File: src/eqc_params.svh
`ifndef EQC_PARAMS_SVH
`define EQC_PARAMS_SVH

// Register offsets
`define EQC_ADDR_CONTROL      8'h42
`define EQC_ADDR_LIMIT        8'h43
`define EQC_ADDR_RSVD_FIRST   8'h44
`define EQC_ADDR_RSVD_LAST    8'h4B
`define EQC_ADDR_PORT_SEL     8'h4C

// eq_control field positions
`define EQC_CTL_MASK_HI       6
`define EQC_CTL_MASK_LO       4
`define EQC_CTL_ORDER_BIT     3
`define EQC_CTL_TWO_STEP_BIT  2
`define EQC_CTL_NEST_BIT      1
`define EQC_CTL_FILT_BIT      0

// port_page_select field positions
`define EQC_SEL_PHYS_HI       7
`define EQC_SEL_PHYS_LO       6
`define EQC_SEL_READ_BIT      4

// Reset values
`define EQC_RST_MASK          3'h7
`define EQC_RST_ORDER         1'h0
`define EQC_RST_TWO_STEP      1'h1
`define EQC_RST_NEST          1'h0
`define EQC_RST_FILT          1'h0
`define EQC_RST_LIMIT         8'h01
`define EQC_RST_LOCAL_SEL     1'h0

// Setting ranges
`define EQC_EQ_MAX            4'hF
`define EQC_FILT_MAX          4'hE
`define EQC_FILT_MID          4'h7

// Timing
`define EQC_CLK_PERIOD_NS     8
`define EQC_RELOCK_UNIT_NS    1000
`define EQC_RELOCK_UNIT_CYC   ((`EQC_RELOCK_UNIT_NS + `EQC_CLK_PERIOD_NS - 1) / `EQC_CLK_PERIOD_NS)

`endif

File: src/eqc_pkg.sv
`default_nettype none

package eqc_pkg;

   typedef enum logic [4:0] {
      EQC_IDLE    = 5'h01,
      EQC_APPLY   = 5'h02,
      EQC_SETTLE  = 5'h04,
      EQC_CHECK   = 5'h08,
      EQC_MONITOR = 5'h10
   } eqc_state_type;

endpackage

`default_nettype wire

File: src/eqc_regbank.sv
// What this block does
// Two-step off: wait full relock period, then check instantaneous lock.
// Two-step on (reset one): wait half period, then check for errors half period.
// Any enabled error in second half-step abandons setting and advances at once.
// Waiting period comes from relock time field of equalizer test register.
// Nesting bit: 0 equalizer inner, filter outer; 1 reverses them.
// Filter inclusion bit (reset zero) adds filter delay adaption to search.
// Eight-bit read-write error limit, reset one, compared against error count.
// Software must never write zero into the error limit.
// Physical port field bits 7:6 reads zero over local I2C.
// Over back channel, physical port field returns arriving receive port.
// Read-port select bit 4 routes paged reads to port 0 or 1.
// Read-port select defaults to 0 for local I2C accesses.
// Read-port select defaults to arriving port for back channel accesses.
// Accumulate enabled errors over half period; above limit, raise equalizer setting.
// Three-bit error source mask, reset all ones, enables clock, sequence, parity.
// Read-port select change applies to the very next register read.
`timescale 1ns/100ps
`default_nettype none
`include "eqc_params.svh"

module eqc_regbank (
   input  wire logic       core_clk_i,        // Core clock, 125 MHz
   input  wire logic       rst_i,             // Synchronous reset, active high
   input  wire logic [7:0] reg_addr_i,        // Register address
   input  wire logic       reg_wr_i,          // Write strobe
   input  wire logic [7:0] reg_wdata_i,       // Write data
   input  wire logic       reg_rd_i,          // Read strobe
   input  wire logic       reg_src_bcc_i,     // Access arrived over back channel
   input  wire logic       reg_rx_port_i,     // Receive port of a back channel access
   input  wire logic [7:0] page0_rdata_i,     // Read data of port 0 paged block
   input  wire logic [7:0] page1_rdata_i,     // Read data of port 1 paged block
   input  wire logic [2:0] eq_relock_period_i,// Relock time field of test register
   input  wire logic       adapt_start_i,     // Request to run adaption
   input  wire logic       lock_i,            // Receiver lock, asynchronous
   input  wire logic [2:0] link_err_i,        // Error pulses: clock, sequence, parity
   output logic [7:0]      reg_rdata_o,       // Read data
   output logic            reg_rvalid_o,      // Read data valid pulse
   output logic            read_port_sel_o,   // Local read-port select
   output logic [3:0]      eq_setting_o,      // Equalizer setting
   output logic [3:0]      filter_setting_o,  // Sampling filter setting
   output logic            adapt_done_o       // Adaption settled
);

   // Register state
   logic [2:0] eq_error_source_mask_r;
   logic [2:0] eq_error_source_mask_nxt;
   logic       filt_order_r;
   logic       filt_order_nxt;
   logic       two_step_check_enable_r;
   logic       two_step_check_enable_nxt;
   logic       loop_nesting_select_r;
   logic       loop_nesting_select_nxt;
   logic       filter_in_eq_enable_r;
   logic       filter_in_eq_enable_nxt;
   logic [7:0] eq_error_limit_value_r;
   logic [7:0] eq_error_limit_value_nxt;
   logic       local_sel_r;
   logic       local_sel_nxt;
   logic [1:0] bcc_sel_r;
   logic [1:0] bcc_sel_nxt;
   logic [7:0] rdata_r;
   logic [7:0] rdata_nxt;
   logic       rvalid_r;
   logic       rvalid_nxt;

   logic       wr_ctl;
   logic       wr_limit;
   logic       wr_sel;
   logic       eff_sel;
   logic [1:0] phys_port;
   logic [7:0] rd_mux;

   assign wr_ctl   = reg_wr_i && (reg_addr_i == `EQC_ADDR_CONTROL);
   assign wr_limit = reg_wr_i && (reg_addr_i == `EQC_ADDR_LIMIT);
   assign wr_sel   = reg_wr_i && (reg_addr_i == `EQC_ADDR_PORT_SEL);

   // Each back channel port keeps its own select, reset to its own index
   genvar gp;
   generate
      for (gp = 0; gp < 2; gp++) begin : g_bcc_sel
         always_comb begin
            bcc_sel_nxt[gp] = bcc_sel_r[gp];
            if (wr_sel && reg_src_bcc_i && (reg_rx_port_i == 1'(gp))) begin
               bcc_sel_nxt[gp] = reg_wdata_i[`EQC_SEL_READ_BIT];
            end
         end
      end
   endgenerate

   always_comb begin
      eq_error_source_mask_nxt  = eq_error_source_mask_r;
      filt_order_nxt            = filt_order_r;
      two_step_check_enable_nxt = two_step_check_enable_r;
      loop_nesting_select_nxt   = loop_nesting_select_r;
      filter_in_eq_enable_nxt   = filter_in_eq_enable_r;
      eq_error_limit_value_nxt  = eq_error_limit_value_r;
      local_sel_nxt             = local_sel_r;
      if (wr_ctl) begin
         eq_error_source_mask_nxt  = reg_wdata_i[`EQC_CTL_MASK_HI:`EQC_CTL_MASK_LO];
         filt_order_nxt            = reg_wdata_i[`EQC_CTL_ORDER_BIT];
         two_step_check_enable_nxt = reg_wdata_i[`EQC_CTL_TWO_STEP_BIT];
         loop_nesting_select_nxt   = reg_wdata_i[`EQC_CTL_NEST_BIT];
         filter_in_eq_enable_nxt   = reg_wdata_i[`EQC_CTL_FILT_BIT];
      end
      if (wr_limit) begin
         eq_error_limit_value_nxt = reg_wdata_i;
      end
      if (wr_sel && !reg_src_bcc_i) begin
         local_sel_nxt = reg_wdata_i[`EQC_SEL_READ_BIT];
      end
   end

   // Read path: select and physical port follow the source of this access
   always_comb begin
      eff_sel   = reg_src_bcc_i ? bcc_sel_r[reg_rx_port_i] : local_sel_r;
      phys_port = reg_src_bcc_i ? {1'b0, reg_rx_port_i} : 2'h0;
      case (reg_addr_i)
         `EQC_ADDR_CONTROL: begin
            rd_mux = {1'b0, eq_error_source_mask_r, filt_order_r,
                      two_step_check_enable_r, loop_nesting_select_r,
                      filter_in_eq_enable_r};
         end
         `EQC_ADDR_LIMIT: begin
            rd_mux = eq_error_limit_value_r;
         end
         `EQC_ADDR_PORT_SEL: begin
            rd_mux = {phys_port, 1'b0, eff_sel, 4'h0};
         end
         default: begin
            if (reg_addr_i >= `EQC_ADDR_RSVD_FIRST && reg_addr_i <= `EQC_ADDR_RSVD_LAST) begin
               rd_mux = 8'h00;
            end else begin
               rd_mux = eff_sel ? page1_rdata_i : page0_rdata_i;
            end
         end
      endcase
      rdata_nxt  = reg_rd_i ? rd_mux : rdata_r;
      rvalid_nxt = reg_rd_i;
   end

   always_ff @(posedge core_clk_i) begin
      if (rst_i) begin
         eq_error_source_mask_r  <= `EQC_RST_MASK;
         filt_order_r            <= `EQC_RST_ORDER;
         two_step_check_enable_r <= `EQC_RST_TWO_STEP;
         loop_nesting_select_r   <= `EQC_RST_NEST;
         filter_in_eq_enable_r   <= `EQC_RST_FILT;
         eq_error_limit_value_r  <= `EQC_RST_LIMIT;
         local_sel_r             <= `EQC_RST_LOCAL_SEL;
         bcc_sel_r               <= 2'h2;
         rdata_r                 <= 8'h00;
         rvalid_r                <= 1'b0;
      end else begin
         eq_error_source_mask_r  <= eq_error_source_mask_nxt;
         filt_order_r            <= filt_order_nxt;
         two_step_check_enable_r <= two_step_check_enable_nxt;
         loop_nesting_select_r   <= loop_nesting_select_nxt;
         filter_in_eq_enable_r   <= filter_in_eq_enable_nxt;
         eq_error_limit_value_r  <= eq_error_limit_value_nxt;
         local_sel_r             <= local_sel_nxt;
         bcc_sel_r               <= bcc_sel_nxt;
         rdata_r                 <= rdata_nxt;
         rvalid_r                <= rvalid_nxt;
      end
   end

   // Equalizer search sequencer
   logic lock_sync;

   eqc_sync2 u_lock_sync (
      .core_clk_i (core_clk_i),
      .rst_i      (rst_i),
      .async_i    (lock_i),
      .sync_o     (lock_sync)
   );

   eqc_pkg::eqc_state_type state_r;
   eqc_pkg::eqc_state_type state_nxt;
   logic [11:0] timer_r;
   logic [11:0] timer_nxt;
   logic [8:0]  err_cnt_r;
   logic [8:0]  err_cnt_nxt;
   logic [3:0]  eq_r;
   logic [3:0]  eq_nxt;
   logic [3:0]  filt_r;
   logic [3:0]  filt_nxt;
   logic        done_r;
   logic        done_nxt;

   logic [11:0] full_cycles;
   logic [11:0] half_cycles;
   logic        err_seen;
   logic [3:0]  adv_eq;
   logic [3:0]  adv_filt;

   // Period = (field + 1) relock units
   assign full_cycles = 12'((({9'h000, eq_relock_period_i}) + 12'h001)
                            * 12'(`EQC_RELOCK_UNIT_CYC));
   assign half_cycles = {1'b0, full_cycles[11:1]};
   assign err_seen    = |(link_err_i & eq_error_source_mask_r);

   // Next candidate; nesting decides which setting steps fastest
   always_comb begin
      adv_eq   = eq_r;
      adv_filt = filt_r;
      if (!filter_in_eq_enable_r) begin
         adv_eq = (eq_r == `EQC_EQ_MAX) ? 4'h0 : 4'(eq_r + 4'h1);
      end else if (!loop_nesting_select_r) begin
         if (eq_r == `EQC_EQ_MAX) begin
            adv_eq   = 4'h0;
            adv_filt = (filt_r == `EQC_FILT_MAX) ? 4'h0 : 4'(filt_r + 4'h1);
         end else begin
            adv_eq = 4'(eq_r + 4'h1);
         end
      end else begin
         if (filt_r == `EQC_FILT_MAX) begin
            adv_filt = 4'h0;
            adv_eq   = (eq_r == `EQC_EQ_MAX) ? 4'h0 : 4'(eq_r + 4'h1);
         end else begin
            adv_filt = 4'(filt_r + 4'h1);
         end
      end
   end

   always_comb begin
      state_nxt   = state_r;
      timer_nxt   = timer_r;
      err_cnt_nxt = err_cnt_r;
      eq_nxt      = eq_r;
      filt_nxt    = filt_r;
      done_nxt    = done_r;
      case (state_r)
         eqc_pkg::EQC_IDLE: begin
            if (adapt_start_i) begin
               eq_nxt    = 4'h0;
               filt_nxt  = filter_in_eq_enable_r ?
                           (filt_order_r ? `EQC_FILT_MID : 4'h0) : `EQC_FILT_MID;
               done_nxt  = 1'b0;
               state_nxt = eqc_pkg::EQC_APPLY;
            end
         end
         eqc_pkg::EQC_APPLY: begin
            timer_nxt   = two_step_check_enable_r ? half_cycles : full_cycles;
            err_cnt_nxt = 9'h000;
            state_nxt   = eqc_pkg::EQC_SETTLE;
         end
         eqc_pkg::EQC_SETTLE: begin
            if (timer_r > 12'h001) begin
               timer_nxt = 12'(timer_r - 12'h001);
            end else if (two_step_check_enable_r) begin
               timer_nxt = half_cycles;
               state_nxt = eqc_pkg::EQC_CHECK;
            end else if (lock_sync) begin
               done_nxt  = 1'b1;
               timer_nxt = half_cycles;
               state_nxt = eqc_pkg::EQC_MONITOR;
            end else begin
               eq_nxt    = adv_eq;
               filt_nxt  = adv_filt;
               state_nxt = eqc_pkg::EQC_APPLY;
            end
         end
         eqc_pkg::EQC_CHECK: begin
            if (err_seen) begin
               eq_nxt    = adv_eq;
               filt_nxt  = adv_filt;
               state_nxt = eqc_pkg::EQC_APPLY;
            end else if (timer_r > 12'h001) begin
               timer_nxt = 12'(timer_r - 12'h001);
            end else begin
               done_nxt    = 1'b1;
               timer_nxt   = half_cycles;
               err_cnt_nxt = 9'h000;
               state_nxt   = eqc_pkg::EQC_MONITOR;
            end
         end
         eqc_pkg::EQC_MONITOR: begin
            if (adapt_start_i) begin
               state_nxt = eqc_pkg::EQC_IDLE;
            end else if (timer_r > 12'h001) begin
               timer_nxt = 12'(timer_r - 12'h001);
               if (err_seen && err_cnt_r != 9'h1FF) begin
                  err_cnt_nxt = 9'(err_cnt_r + 9'h001);
               end
            end else if (err_cnt_r > {1'b0, eq_error_limit_value_r}) begin
               eq_nxt    = (eq_r == `EQC_EQ_MAX) ? eq_r : 4'(eq_r + 4'h1);
               done_nxt  = 1'b0;
               state_nxt = eqc_pkg::EQC_APPLY;
            end else begin
               timer_nxt   = half_cycles;
               err_cnt_nxt = 9'h000;
            end
         end
         default: begin
            state_nxt = eqc_pkg::EQC_IDLE;
         end
      endcase
   end

   always_ff @(posedge core_clk_i) begin
      if (rst_i) begin
         state_r   <= eqc_pkg::EQC_IDLE;
         timer_r   <= 12'h000;
         err_cnt_r <= 9'h000;
         eq_r      <= 4'h0;
         filt_r    <= `EQC_FILT_MID;
         done_r    <= 1'b0;
      end else begin
         state_r   <= state_nxt;
         timer_r   <= timer_nxt;
         err_cnt_r <= err_cnt_nxt;
         eq_r      <= eq_nxt;
         filt_r    <= filt_nxt;
         done_r    <= done_nxt;
      end
   end

   assign reg_rdata_o      = rdata_r;
   assign reg_rvalid_o     = rvalid_r;
   assign read_port_sel_o  = local_sel_r;
   assign eq_setting_o     = eq_r;
   assign filter_setting_o = filt_r;
   assign adapt_done_o     = done_r;

endmodule

`default_nettype wire

File: src/eqc_sync2.sv
`timescale 1ns/100ps
`default_nettype none

module eqc_sync2 (
   input  wire logic core_clk_i,   // Core clock
   input  wire logic rst_i,        // Synchronous reset, active high
   input  wire logic async_i,      // Level from another domain
   output logic      sync_o        // Level in core domain
);

   logic meta_r;
   logic meta_nxt;
   logic sync_r;
   logic sync_nxt;

   always_comb begin
      meta_nxt = async_i;
      sync_nxt = meta_r;
   end

   always_ff @(posedge core_clk_i) begin
      if (rst_i) begin
         meta_r <= 1'b0;
         sync_r <= 1'b0;
      end else begin
         meta_r <= meta_nxt;
         sync_r <= sync_nxt;
      end
   end

   assign sync_o = sync_r;

endmodule

`default_nettype wire

File: config.mk
export PLATFORM = sky130hd
export DESIGN_NAME = eqc_regbank
export DESIGN_NICKNAME = d
export VERILOG_FILES = /design/src/eqc_pkg.sv /design/src/eqc_regbank.sv /design/src/eqc_sync2.sv
export VERILOG_INCLUDE_DIRS = /design/src
export SDC_FILE = /design/constraint.sdc
export NUM_CORES = 1
export LEC_CHECK = 0
export BUFFER_PORTS_ARGS = -buffer_cell sky130_fd_sc_hd__buf_4
export CORE_MARGIN = 4
export CORE_UTILIZATION = 25
export CTS_CLUSTER_DIAMETER = 30
export DETAILED_ROUTE_END_ITERATION = 8
export PLACE_DENSITY_LB_ADDON = 0.12
export SYNTH_ARGS = -nofsm -noshare
export SYNTH_HDL_FRONTEND = slang
export SYNTH_SLANG_ARGS = --single-unit
File: constraint.sdc
create_clock -name core_clk_i -period 10 [get_ports core_clk_i]
set_clock_uncertainty 0.1 [all_clocks]
set_input_delay 2 -clock core_clk_i [delete_from_list [all_inputs] [get_ports core_clk_i]]
set_output_delay 2 -clock core_clk_i [all_outputs]
set_load 0.02 [all_outputs]
# Word-level counts from Yosys, hierarchy flattened
# Index checks and enable logic that the tools add are counted.
[op_classes] addsub=5 n_mul=1 magnitude_cmp=5 n_eq_ne=29 n_mux=70 bitwise_logic=2 reduce_logical=21
[ops] operator="$mux 12" n=8
[ops] operator="$mux 4" n=22
[ops] operator="$mux 9" n=6
[ops] operator="$pmux 12 s4" n=1
[ops] operator="$mux 5" n=9
[ops] operator="$pmux 9 s3" n=1
[ops] operator="$pmux 5 s5" n=1
[ops] operator="$eq 8x7->1 const B" n=3
[ops] operator="$pmux 8 s3" n=1
[ops] operator="$ne 2x2->1 const B" n=11
[ops] operator="$reduce_and 10->1" n=2
[ops] operator="$mux 8" n=2
[ops] operator="$pmux 4 s4" n=1
[ops] operator="$ne 3x3->1 const B" n=5
[ops] operator="$mux 1" n=13
[ops] operator="$gt 12x1->1 const B" n=1
[ops] operator="$pmux 4 s3" n=1
[ops] operator="$reduce_and 6->1" n=2
[ops] operator="$sub 12x1->12 const B" n=1
[ops] operator="$mul 4x7->11 const B" n=1
[ops] operator="$mux 11" n=1
[ops] operator="$reduce_and 5->1" n=2
[ops] operator="$add 9x1->9 const B" n=1
[ops] operator="$gt 9x8->1" n=1
[ops] operator="23 further kinds" n=36
[word_totals] ff_bits=64 input_bits=46 out_inout_bits=19 wordCells=152

# Longest topological paths before layout
# Gate-level depths: netlist (run 1).
[logic_depth] ltp_word=9 mapped_depth=14 mapped_depth_nobuf=14

# Hierarchy
# From an unflattened synthesis (run 1), not the netlist that was laid out.
[hier_totals] hier_cells=595 hier_area_um2=4639.4
[modules_own_cells] module="eqc_regbank" instances=1 cells_per_inst=591 area_per_inst_um2=4586.9 seq_area_each_um2=1241.2
[modules_own_cells] module="eqc_sync2" instances=1 cells_per_inst=4 area_per_inst_um2=52.6 seq_area_each_um2=40.0

# Worst setup path before layout (run 1)
# Ideal clock, no wire load.
[synth_timing] kind="input-to-reg" from="input port eq_relock_period_i[0]" to="register timer_r[9]" setup_ps=86 t_arrival_ps=5202 slack_ps=4613 stages=13 n_path_buf=0 cell_sequence="ha_1 xor2_1 fa_1 fa_1 inv_1 ha_1 a211oi_1 o21ai_0 a41oi_1 xor2_1 o211ai_1 a22oi_1 a211oi_1"
[synth_via] elab_chain_len=6 word_cells_on_any_way=12 cone_classes="add/sub: 1; mul: 1; mux: 10"
[synth_rtl] element="from (decl)" line_no="eqc_regbank.sv:33" text="input wire logic [2:0] eq_relock_period_i,"
[synth_rtl] element="$add 3x1->4 (*)" line_no="eqc_regbank.sv:198" text="assign full_cycles = 12'((({9'h000, eq_relock_period_i}) + 12'h001)"
[synth_rtl] element="$mul 4x7->11 (*)" line_no="eqc_regbank.sv:198"
[synth_rtl] element="$mux 12 (on tied branches)" line_no="eqc_regbank.sv:286, eqc_regbank.sv:254"
[synth_rtl] element="$mux 12 (on tied branches)" line_no="eqc_regbank.sv:281, eqc_regbank.sv:251"
[synth_rtl] element="$mux 12 (on tied branches)" line_no="eqc_regbank.sv:279, eqc_regbank.sv:249"
[synth_rtl] element="$pmux 12 s4 (*)" line_no="eqc_regbank.sv:233" text="case (state_r)"
[synth_rtl] element="to (signal assigned)" line_no="eqc_regbank.sv:311" text="timer_r <= timer_nxt;"
[synth_rtl] element="to (decl)" line_no="eqc_regbank.sv:180" text="logic [11:0] timer_r;"
# Mark *: on every way between the ends. The rest lies on a longest branch, timed or not. The select of a mux whose other input is x is not followed.
# A chain may end at the register's enable or synchronous reset.

# Final worst setup path (run 1)
# Ends and elaborated chain as after synthesis.

==> results of run 1 <==
[flip-flops by register name, summed over array words and instances, names as in the netlist, 2 cells and up]
signal                  cells
timer_r                    12
err_cnt_r                   9
eq_error_limit_value_r      8
reg_rdata_o                 8
state_r                     5
eq_setting_o                4
filter_setting_o            4
eq_error_source_mask_r      3
bcc_sel_r                   2
[metrics by stage]
step | util [%] | cell area, um^2 | total power, mW | hold slack (ns)
2_1_floorplan | - | 4520 | 0.422 | 0.314
3_3_place_gp | 29.9 | 5220 | 0.482 | 0.324
3_5_place_dp | 29.9 | 5220 | 0.481 | 0.334
4_1_cts | 31.6 | 5520 | 0.807 | 0.347
5_1_grt | 31.6 | 5520 | 0.845 | 0.361
6_report | 31.6 | 5520 | 0.794 | 0.345
[layer usage]
layer	vias up	track usage, %	share of wire (%)
met5	-	0	0
met4	0	4.50	1.5
met3	18	2.99	4.6
met2	97	21.1	45
met1	2030	17.4	49
li1	2118	-	-
[worst max-delay path: stages]
cell and delay [ns]:
buf_4 0.15, ha_1 0.22, xor2_1 0.54, fa_1 0.63, fa_1 0.56, inv_1 0.04
ha_1 0.22, a211oi_1 0.31, o21ai_0 0.18, a41oi_1 0.27, xor2_1 0.11, o211ai_1 0.21
a22oi_1 0.09, a211oi_1 0.24
[layout make-up]
type | instances | area, um^2 | share of cell area [%]
Multi-Input combinational cell | 429 | 3020 | 54.7
Sequential cell | 64 | 1280 | 23.2
Inverter | 36 | 135 | 2.45
Timing Repair Buffer | 67 | 503 | 9.11
Clock inverter | 3 | 40.0 | 0.725
Tap cell | 225 | 282 | 5.10
Clock buffer | 13 | 260 | 4.71
[cells in the final DEF, fill, tap and decap left out, drive strengths merged, types with 13 or more instances in the layout]
master,netlist,final
inv,36,36
nor2,56,56
mux2i,15,15
buf,5,67
ha,29,29
nor2b,21,21
dfxtp,64,64
nand3,25,25
o21ai,30,30
nand2,44,44
a21oi,30,30
clkbuf,17,13
[worst min path at each step]
stage                             startpoint                 end  slack (ns)  cells after the start
after global routing      u_lock_sync.meta_r  u_lock_sync.sync_o        0.36                      1
final                     u_lock_sync.meta_r  u_lock_sync.sync_o        0.35                      1
after floorplan           u_lock_sync.meta_r  u_lock_sync.sync_o        0.31                      1
after detailed placement  u_lock_sync.meta_r  u_lock_sync.sync_o        0.33                      1
after global placement    u_lock_sync.meta_r  u_lock_sync.sync_o        0.32                      1
after CTS                 u_lock_sync.meta_r  u_lock_sync.sync_o        0.35                      1
[power by group]
part,internal [mW],total (mW),switching (mW)
logic,0.0892,0.203,0.114
clock network,0.206,0.318,0.112
registers,0.263,0.273,0.00967
total,0.558,0.794,0.236
[kinds of logic after synthesis]
logic type,after synthesis
buffers and inverters,58
AO/OA/AOI/OAI,143
multiplexers,17
XOR/XNOR,14
adder cells (fa/ha/maj),36
AND/OR/NAND/NOR,219
flip-flops,64
==> impl_metrics.csv, run 1 <==
group,metric,value,unit
grt,grt_pass1_vias,4168,
placed_design,place_inst,821,
synth,ys_seq_area_share,28.4,%
sta,grt_setup_unrepaired,"false",
run_status,outcome,"finished clean",
finish,area_delta_synth_final,22.2,%
cts,htreeDepth,3,
cts,clk_pin_slew,0.05,ns
synth,synth_top_area_cell,"dfxtp_1",
setup_path,timing.rr.end,"timer_r[8]",
cts,holdBufCountCts,0,
synth,synth_edf_count,0,
floorplanning,die_h,142,um
synth,synth_top_area_share,28.4,%
detailed_routing,first_pass_iters,4,
pwr,ir_drop,0.0000957,V
sta,fin_tns_setup,0,ns
synth,synth_compound_area_share,23.6,%
detailed_routing,drt_wl_total,13100,um
setup_path,cp-end-kind,"flip-flop",
finish,stdcell_count,837,
pwr,power.leakage,2.26,nW
cts,cts_tree,"done",
floorplanning,io_pins,65,
worst_hold_path,hold_path.class,"flip-flop to flip-flop",
placed_design,numPortBuffers,64,
synth,syn_inst,551,
detailed_routing,drtIter0Drc,376,
floorplanning,coreArea,17500,um^2
detailed_routing,avgRoutedWirePerCell,15.6,um
synth,synth_adder_area_share,11.1,%
synth,synth_fp_nets,633,
setup_path,cp-start-kind,"input port",
synth,synth_ff_type,"dfxtp_1",
sta,setup_viol_count_final,0,
detailed_routing,drcViolationCount,0,
setup_path,ff2ff_path_depth,9,
synth,synth_common_cells,"dfxtp_1 (64), nor2_1 (55), nand2_1 (42), inv_1 (36), a21oi_1 (30)",
cts,numCtsBuffers,9,
cts,clk_latency,0.34,ns
detailed_routing,postRouteAntennaNets,0,
placed_design,place_congestion,0.824,
finish,drive_above_1_share,17.0,%
run,maxCapViolations,0,
setup_path,startpoint,"eq_relock_period_i[0]",
synth,yosys_warnings,0,
setup_path,r2r_start,"eq_error_limit_value_r[4]",
grt,grt.overflow.total,0,
grt,grt_max_degree,66,
setup_path,endpoint,"timer_r[9]",
detailed_routing,routed_via_density,5.09,
sta,fin_ws,4.35,ns
placed_design,pre_cts_ws,3.96,ns
setup_path,r2r_slack,6.65,ns
cts,post_cts_resized,0,
finish,fillCellCount,1832,
sta,max_freq,177,MHz
setup_path,worstPathMaxFanout,7,
placed_design,hpwl,9750,um
grt,antenna_found_initial,0,
synth,synth_xor_area_share,2.71,%
cts,clock_sinks,64,
cts,cts_root_buf,"clkbuf_16",
synth,synth_most_common_cell,"dfxtp_1",
floorplanning,placementRows,48,
sta,drv_slew,0,
sta,finalCritPeriodShare,56.5,%
cts,post-cts-setup-buffers,0,
sta,final_hold_viol_count,0,
finish,diodes,0,
synth,synth-seq-cells,64,
synth,synth_area_per_cell,8.20,um^2
synth,muxShareOfSynthArea,3.82,%
synth,synthSimpleGateAreaFrac,25.4,%
synth,syn_area,4520,um^2
setup_path,crit_type,"input port to flip-flop",
synth,async_reset_ff_share,0,%
floorplanning,initial_core_util,25.9,%
pwr,power.density,144,nW/um^2
grt,grt_pass1_wl,21500,um
cts,clockBufferDepth,2,
setup_path,cp.arrival,5.80,ns
synth,synthDistinctLibCells,68,
floorplanning,die_w,142,um
finish,final_nets,689,
sta,relSlewSlack,19.6,%
detailed_routing,route.vias.total,4263,
floorplanning,dieArea,20300,um^2
synth,synth.area.top_cells,"dfxtp_1 (28%), ha_1 (8.0%), nor2_1 (4.6%), nand2_1 (3.5%), a21oi_1 (3.3%)",
grt,track_usage,13.1,%
sta,timing.final.crit_period,5.65,ns
synth,synth_top_family_by_area,"simple AND/OR/NAND/NOR gates",
sta,tightestPinTransition,1.20,ns
setup_path,cp_data_required_time,10.15,ns
No activity file was read; power rests on OpenSTA's default activity.
==> run 2, diff against run 1 <==
- clock period: 10 -> 5.1 ns (I/O delays scaled with it)
==> run 2 against run 1 <==
Register-to-register slack got worse by 4.9 ns. Design area increased by 1.4%. Wire length increased by 0.72%. Sequential power increased by 96%. Die area unchanged. Largest power group unchanged. Critical endpoint unchanged. Sequential share of layout area decreased by 0.32 points.
==> impl_metrics.csv, run 2 (synthesized netlist as in run 1, its figures left out) <==
group,metric,value,unit
floorplanning,die_w,142,um
setup_path,crit_type,"input port to flip-flop",
floorplanning,io_pins,65,
cts,cts_tree,"done",
finish,multi_input_area,3020,um^2
detailed_routing,drtIter0Drc,321,
sta,max_freq,230,MHz
floorplanning,initial_core_util,25.9,%
finish,fillCellCount,1854,
finish,final_cell_mix,"buf_4 (68), dfxtp_1 (64), nor2_1 (55)",
run,maxCapViolations,0,
grt,grt.overflow.total,0,
setup_path,ff2ff_path_depth,9,
detailed_routing,route.vias.total,4234,
floorplanning,coreArea,17500,um^2
setup_path,worstPathMaxFanout,7,
detailed_routing,routed_via_density,5.05,
finish,drive_above_1_share,17.5,%
placed_design,numPortBuffers,64,
detailed_routing,drt_wl_total,13100,um
worst_hold_path,min_to,"u_lock_sync.sync_o",
finish,regArea,1280,um^2
cts,numCtsBuffers,9,
pwr,internal-power,1.23,mW
cts,clk_pin_slew,0.05,ns
grt,grt_pass1_vias,4161,
setup_path,r2r_slack,1.73,ns
placed_design,place_congestion,0.834,
floorplanning,placementRows,48,
sta,finalCritPeriodShare,85.1,%
worst_hold_path,hold_path.class,"flip-flop to flip-flop",
grt,grt_pass1_wl,21500,um
finish,final_common_cell,"buf_4",
detailed_routing,drcViolationCount,0,
finish,regMostFlops,"timer_r",
floorplanning,die_h,142,um
cts,clock_sinks,64,
sta,fin_tns_setup,0,ns
pwr,ir_drop,0.000158,V
placed_design,hpwl,9930,um
finish,diodes,0,
grt,track_usage,13.2,%
pwr,switching_share,27.8,%
pwr,power.density,305,nW/um^2
cts,post_cts_resized,0,
grt,antenna_found_initial,0,
run_status,outcome,"finished clean",
setup_path,cp_data_required_time,5.24,ns
finish,largest_register_ffs,12,
sta,final_hold_viol_count,0,
detailed_routing,avgRoutedWirePerCell,15.7,um
setup_path,cp.arrival,4.48,ns
cts,htreeDepth,3,
pwr,power.leakage,2.30,nW
sta,grt_setup_unrepaired,"false",
finish,final_nets,690,
cts,clockBufferDepth,2,
floorplanning,dieArea,20300,um^2
pwr,combPwrFrac,23.6,%
worst_hold_path,hold_start,"u_lock_sync.meta_r",
setup_path,cp-end-kind,"flip-flop",
setup_path,r2r_start,"eq_error_limit_value_r[4]",
sta,timing.final.crit_period,4.34,ns
detailed_routing,postRouteAntennaNets,0,
setup_path,cp-start-kind,"input port",
detailed_routing,first_pass_iters,5,
finish,area_delta_synth_final,23.9,%
finish,final_util,32.0,%
pwr,clkPwrFrac,45.0,%
cts,clk_latency,0.34,ns
sta,tightestPinTransition,1.14,ns
worst_hold_path,hold_depth,1,
pwr,power.net_switching,0.475,mW
sta,whs,0.333,ns
grt,grt_max_degree,66,
sta,drv_slew,0,
cts,cts_root_buf,"clkbuf_16",
pwr,seqPwrFrac,31.4,%
pwr,power,1.71,mW
sta,setup_viol_count_final,0,
sta,relSlewSlack,23.4,%
setup_path,timing.rr.end,"timer_r[8]",
cts,post-cts-setup-buffers,0,
finish,reg_top3,"timer_r x12, err_cnt_r x9",
cts,holdBufCountCts,0,
-- run 2: cell count changes in the layout (fill, tap and decap cells not counted), sizes merged --
cell    change
bufinv      +3
clkbuf      -3
buf         +1
-- run 2: worst max-delay path, stage by stage --
cell	delay (ns)
buf_4	0.15
ha_1	0.38
inv_1	0.11
fa_1	0.55
fa_1	0.56
inv_1	0.04
ha_1	0.22
a211oi_1	0.31
o21ai_0	0.18
a41oi_1	0.29
xor2_1	0.12
o211ai_1	0.18
a22oi_1	0.09
a211oi_1	0.25
-- run 2: power groups by stage --
stage               clock [mW]  sequential, mW  combinational, mW
floorplan                    0           0.549              0.279
global placement             0           0.546              0.402
detailed placement           0           0.546              0.402
CTS                      0.789           0.535              0.405
global route             0.811           0.538              0.450
finish                   0.767           0.535              0.403
-- run 2: area by class of cell --
class	count	share of cell area, %
multi-input combinational	429	53.9
sequential	64	22.9
tap	225	5.03
timing repair buffer	68	9.12
inverter	36	2.41
clock inverter	6	2.33
clock buffer	10	4.27
-- run 2: layer usage --
layer	up-vias	global-route usage [%]	part of all wire (%)
met3	14	2.52	5.6
met2	120	21.1	45
met1	1970	17.0	47
met4	0	6.25	2.0
met5	-	0	0
li1	2130	-	-
-- run 2: how the worst max path moves through the flow --
stage | cells after the start | end | from | slack, ns
after global placement | 14 | timer_r[9] | eq_relock_period_i[0] | 0.48
after global routing | 14 | timer_r[9] | eq_relock_period_i[0] | 0.39
after CTS | 14 | timer_r[9] | eq_relock_period_i[0] | 0.78
after floorplan | 13 | timer_r[9] | eq_relock_period_i[0] | 0.69
final | 14 | timer_r[9] | eq_relock_period_i[0] | 0.76
after detailed placement | 14 | timer_r[9] | eq_relock_period_i[0] | 0.43
-- run 2: metrics by stage --
stage               cell area [um^2]  std cells  setup slack (ns)
global route                    5600        838             0.394
detailed placement              5230        822             0.431
finish                          5600        838             0.760
CTS                             5600        838             0.780
floorplan                       4520        551             0.693
global placement                5230        822             0.485
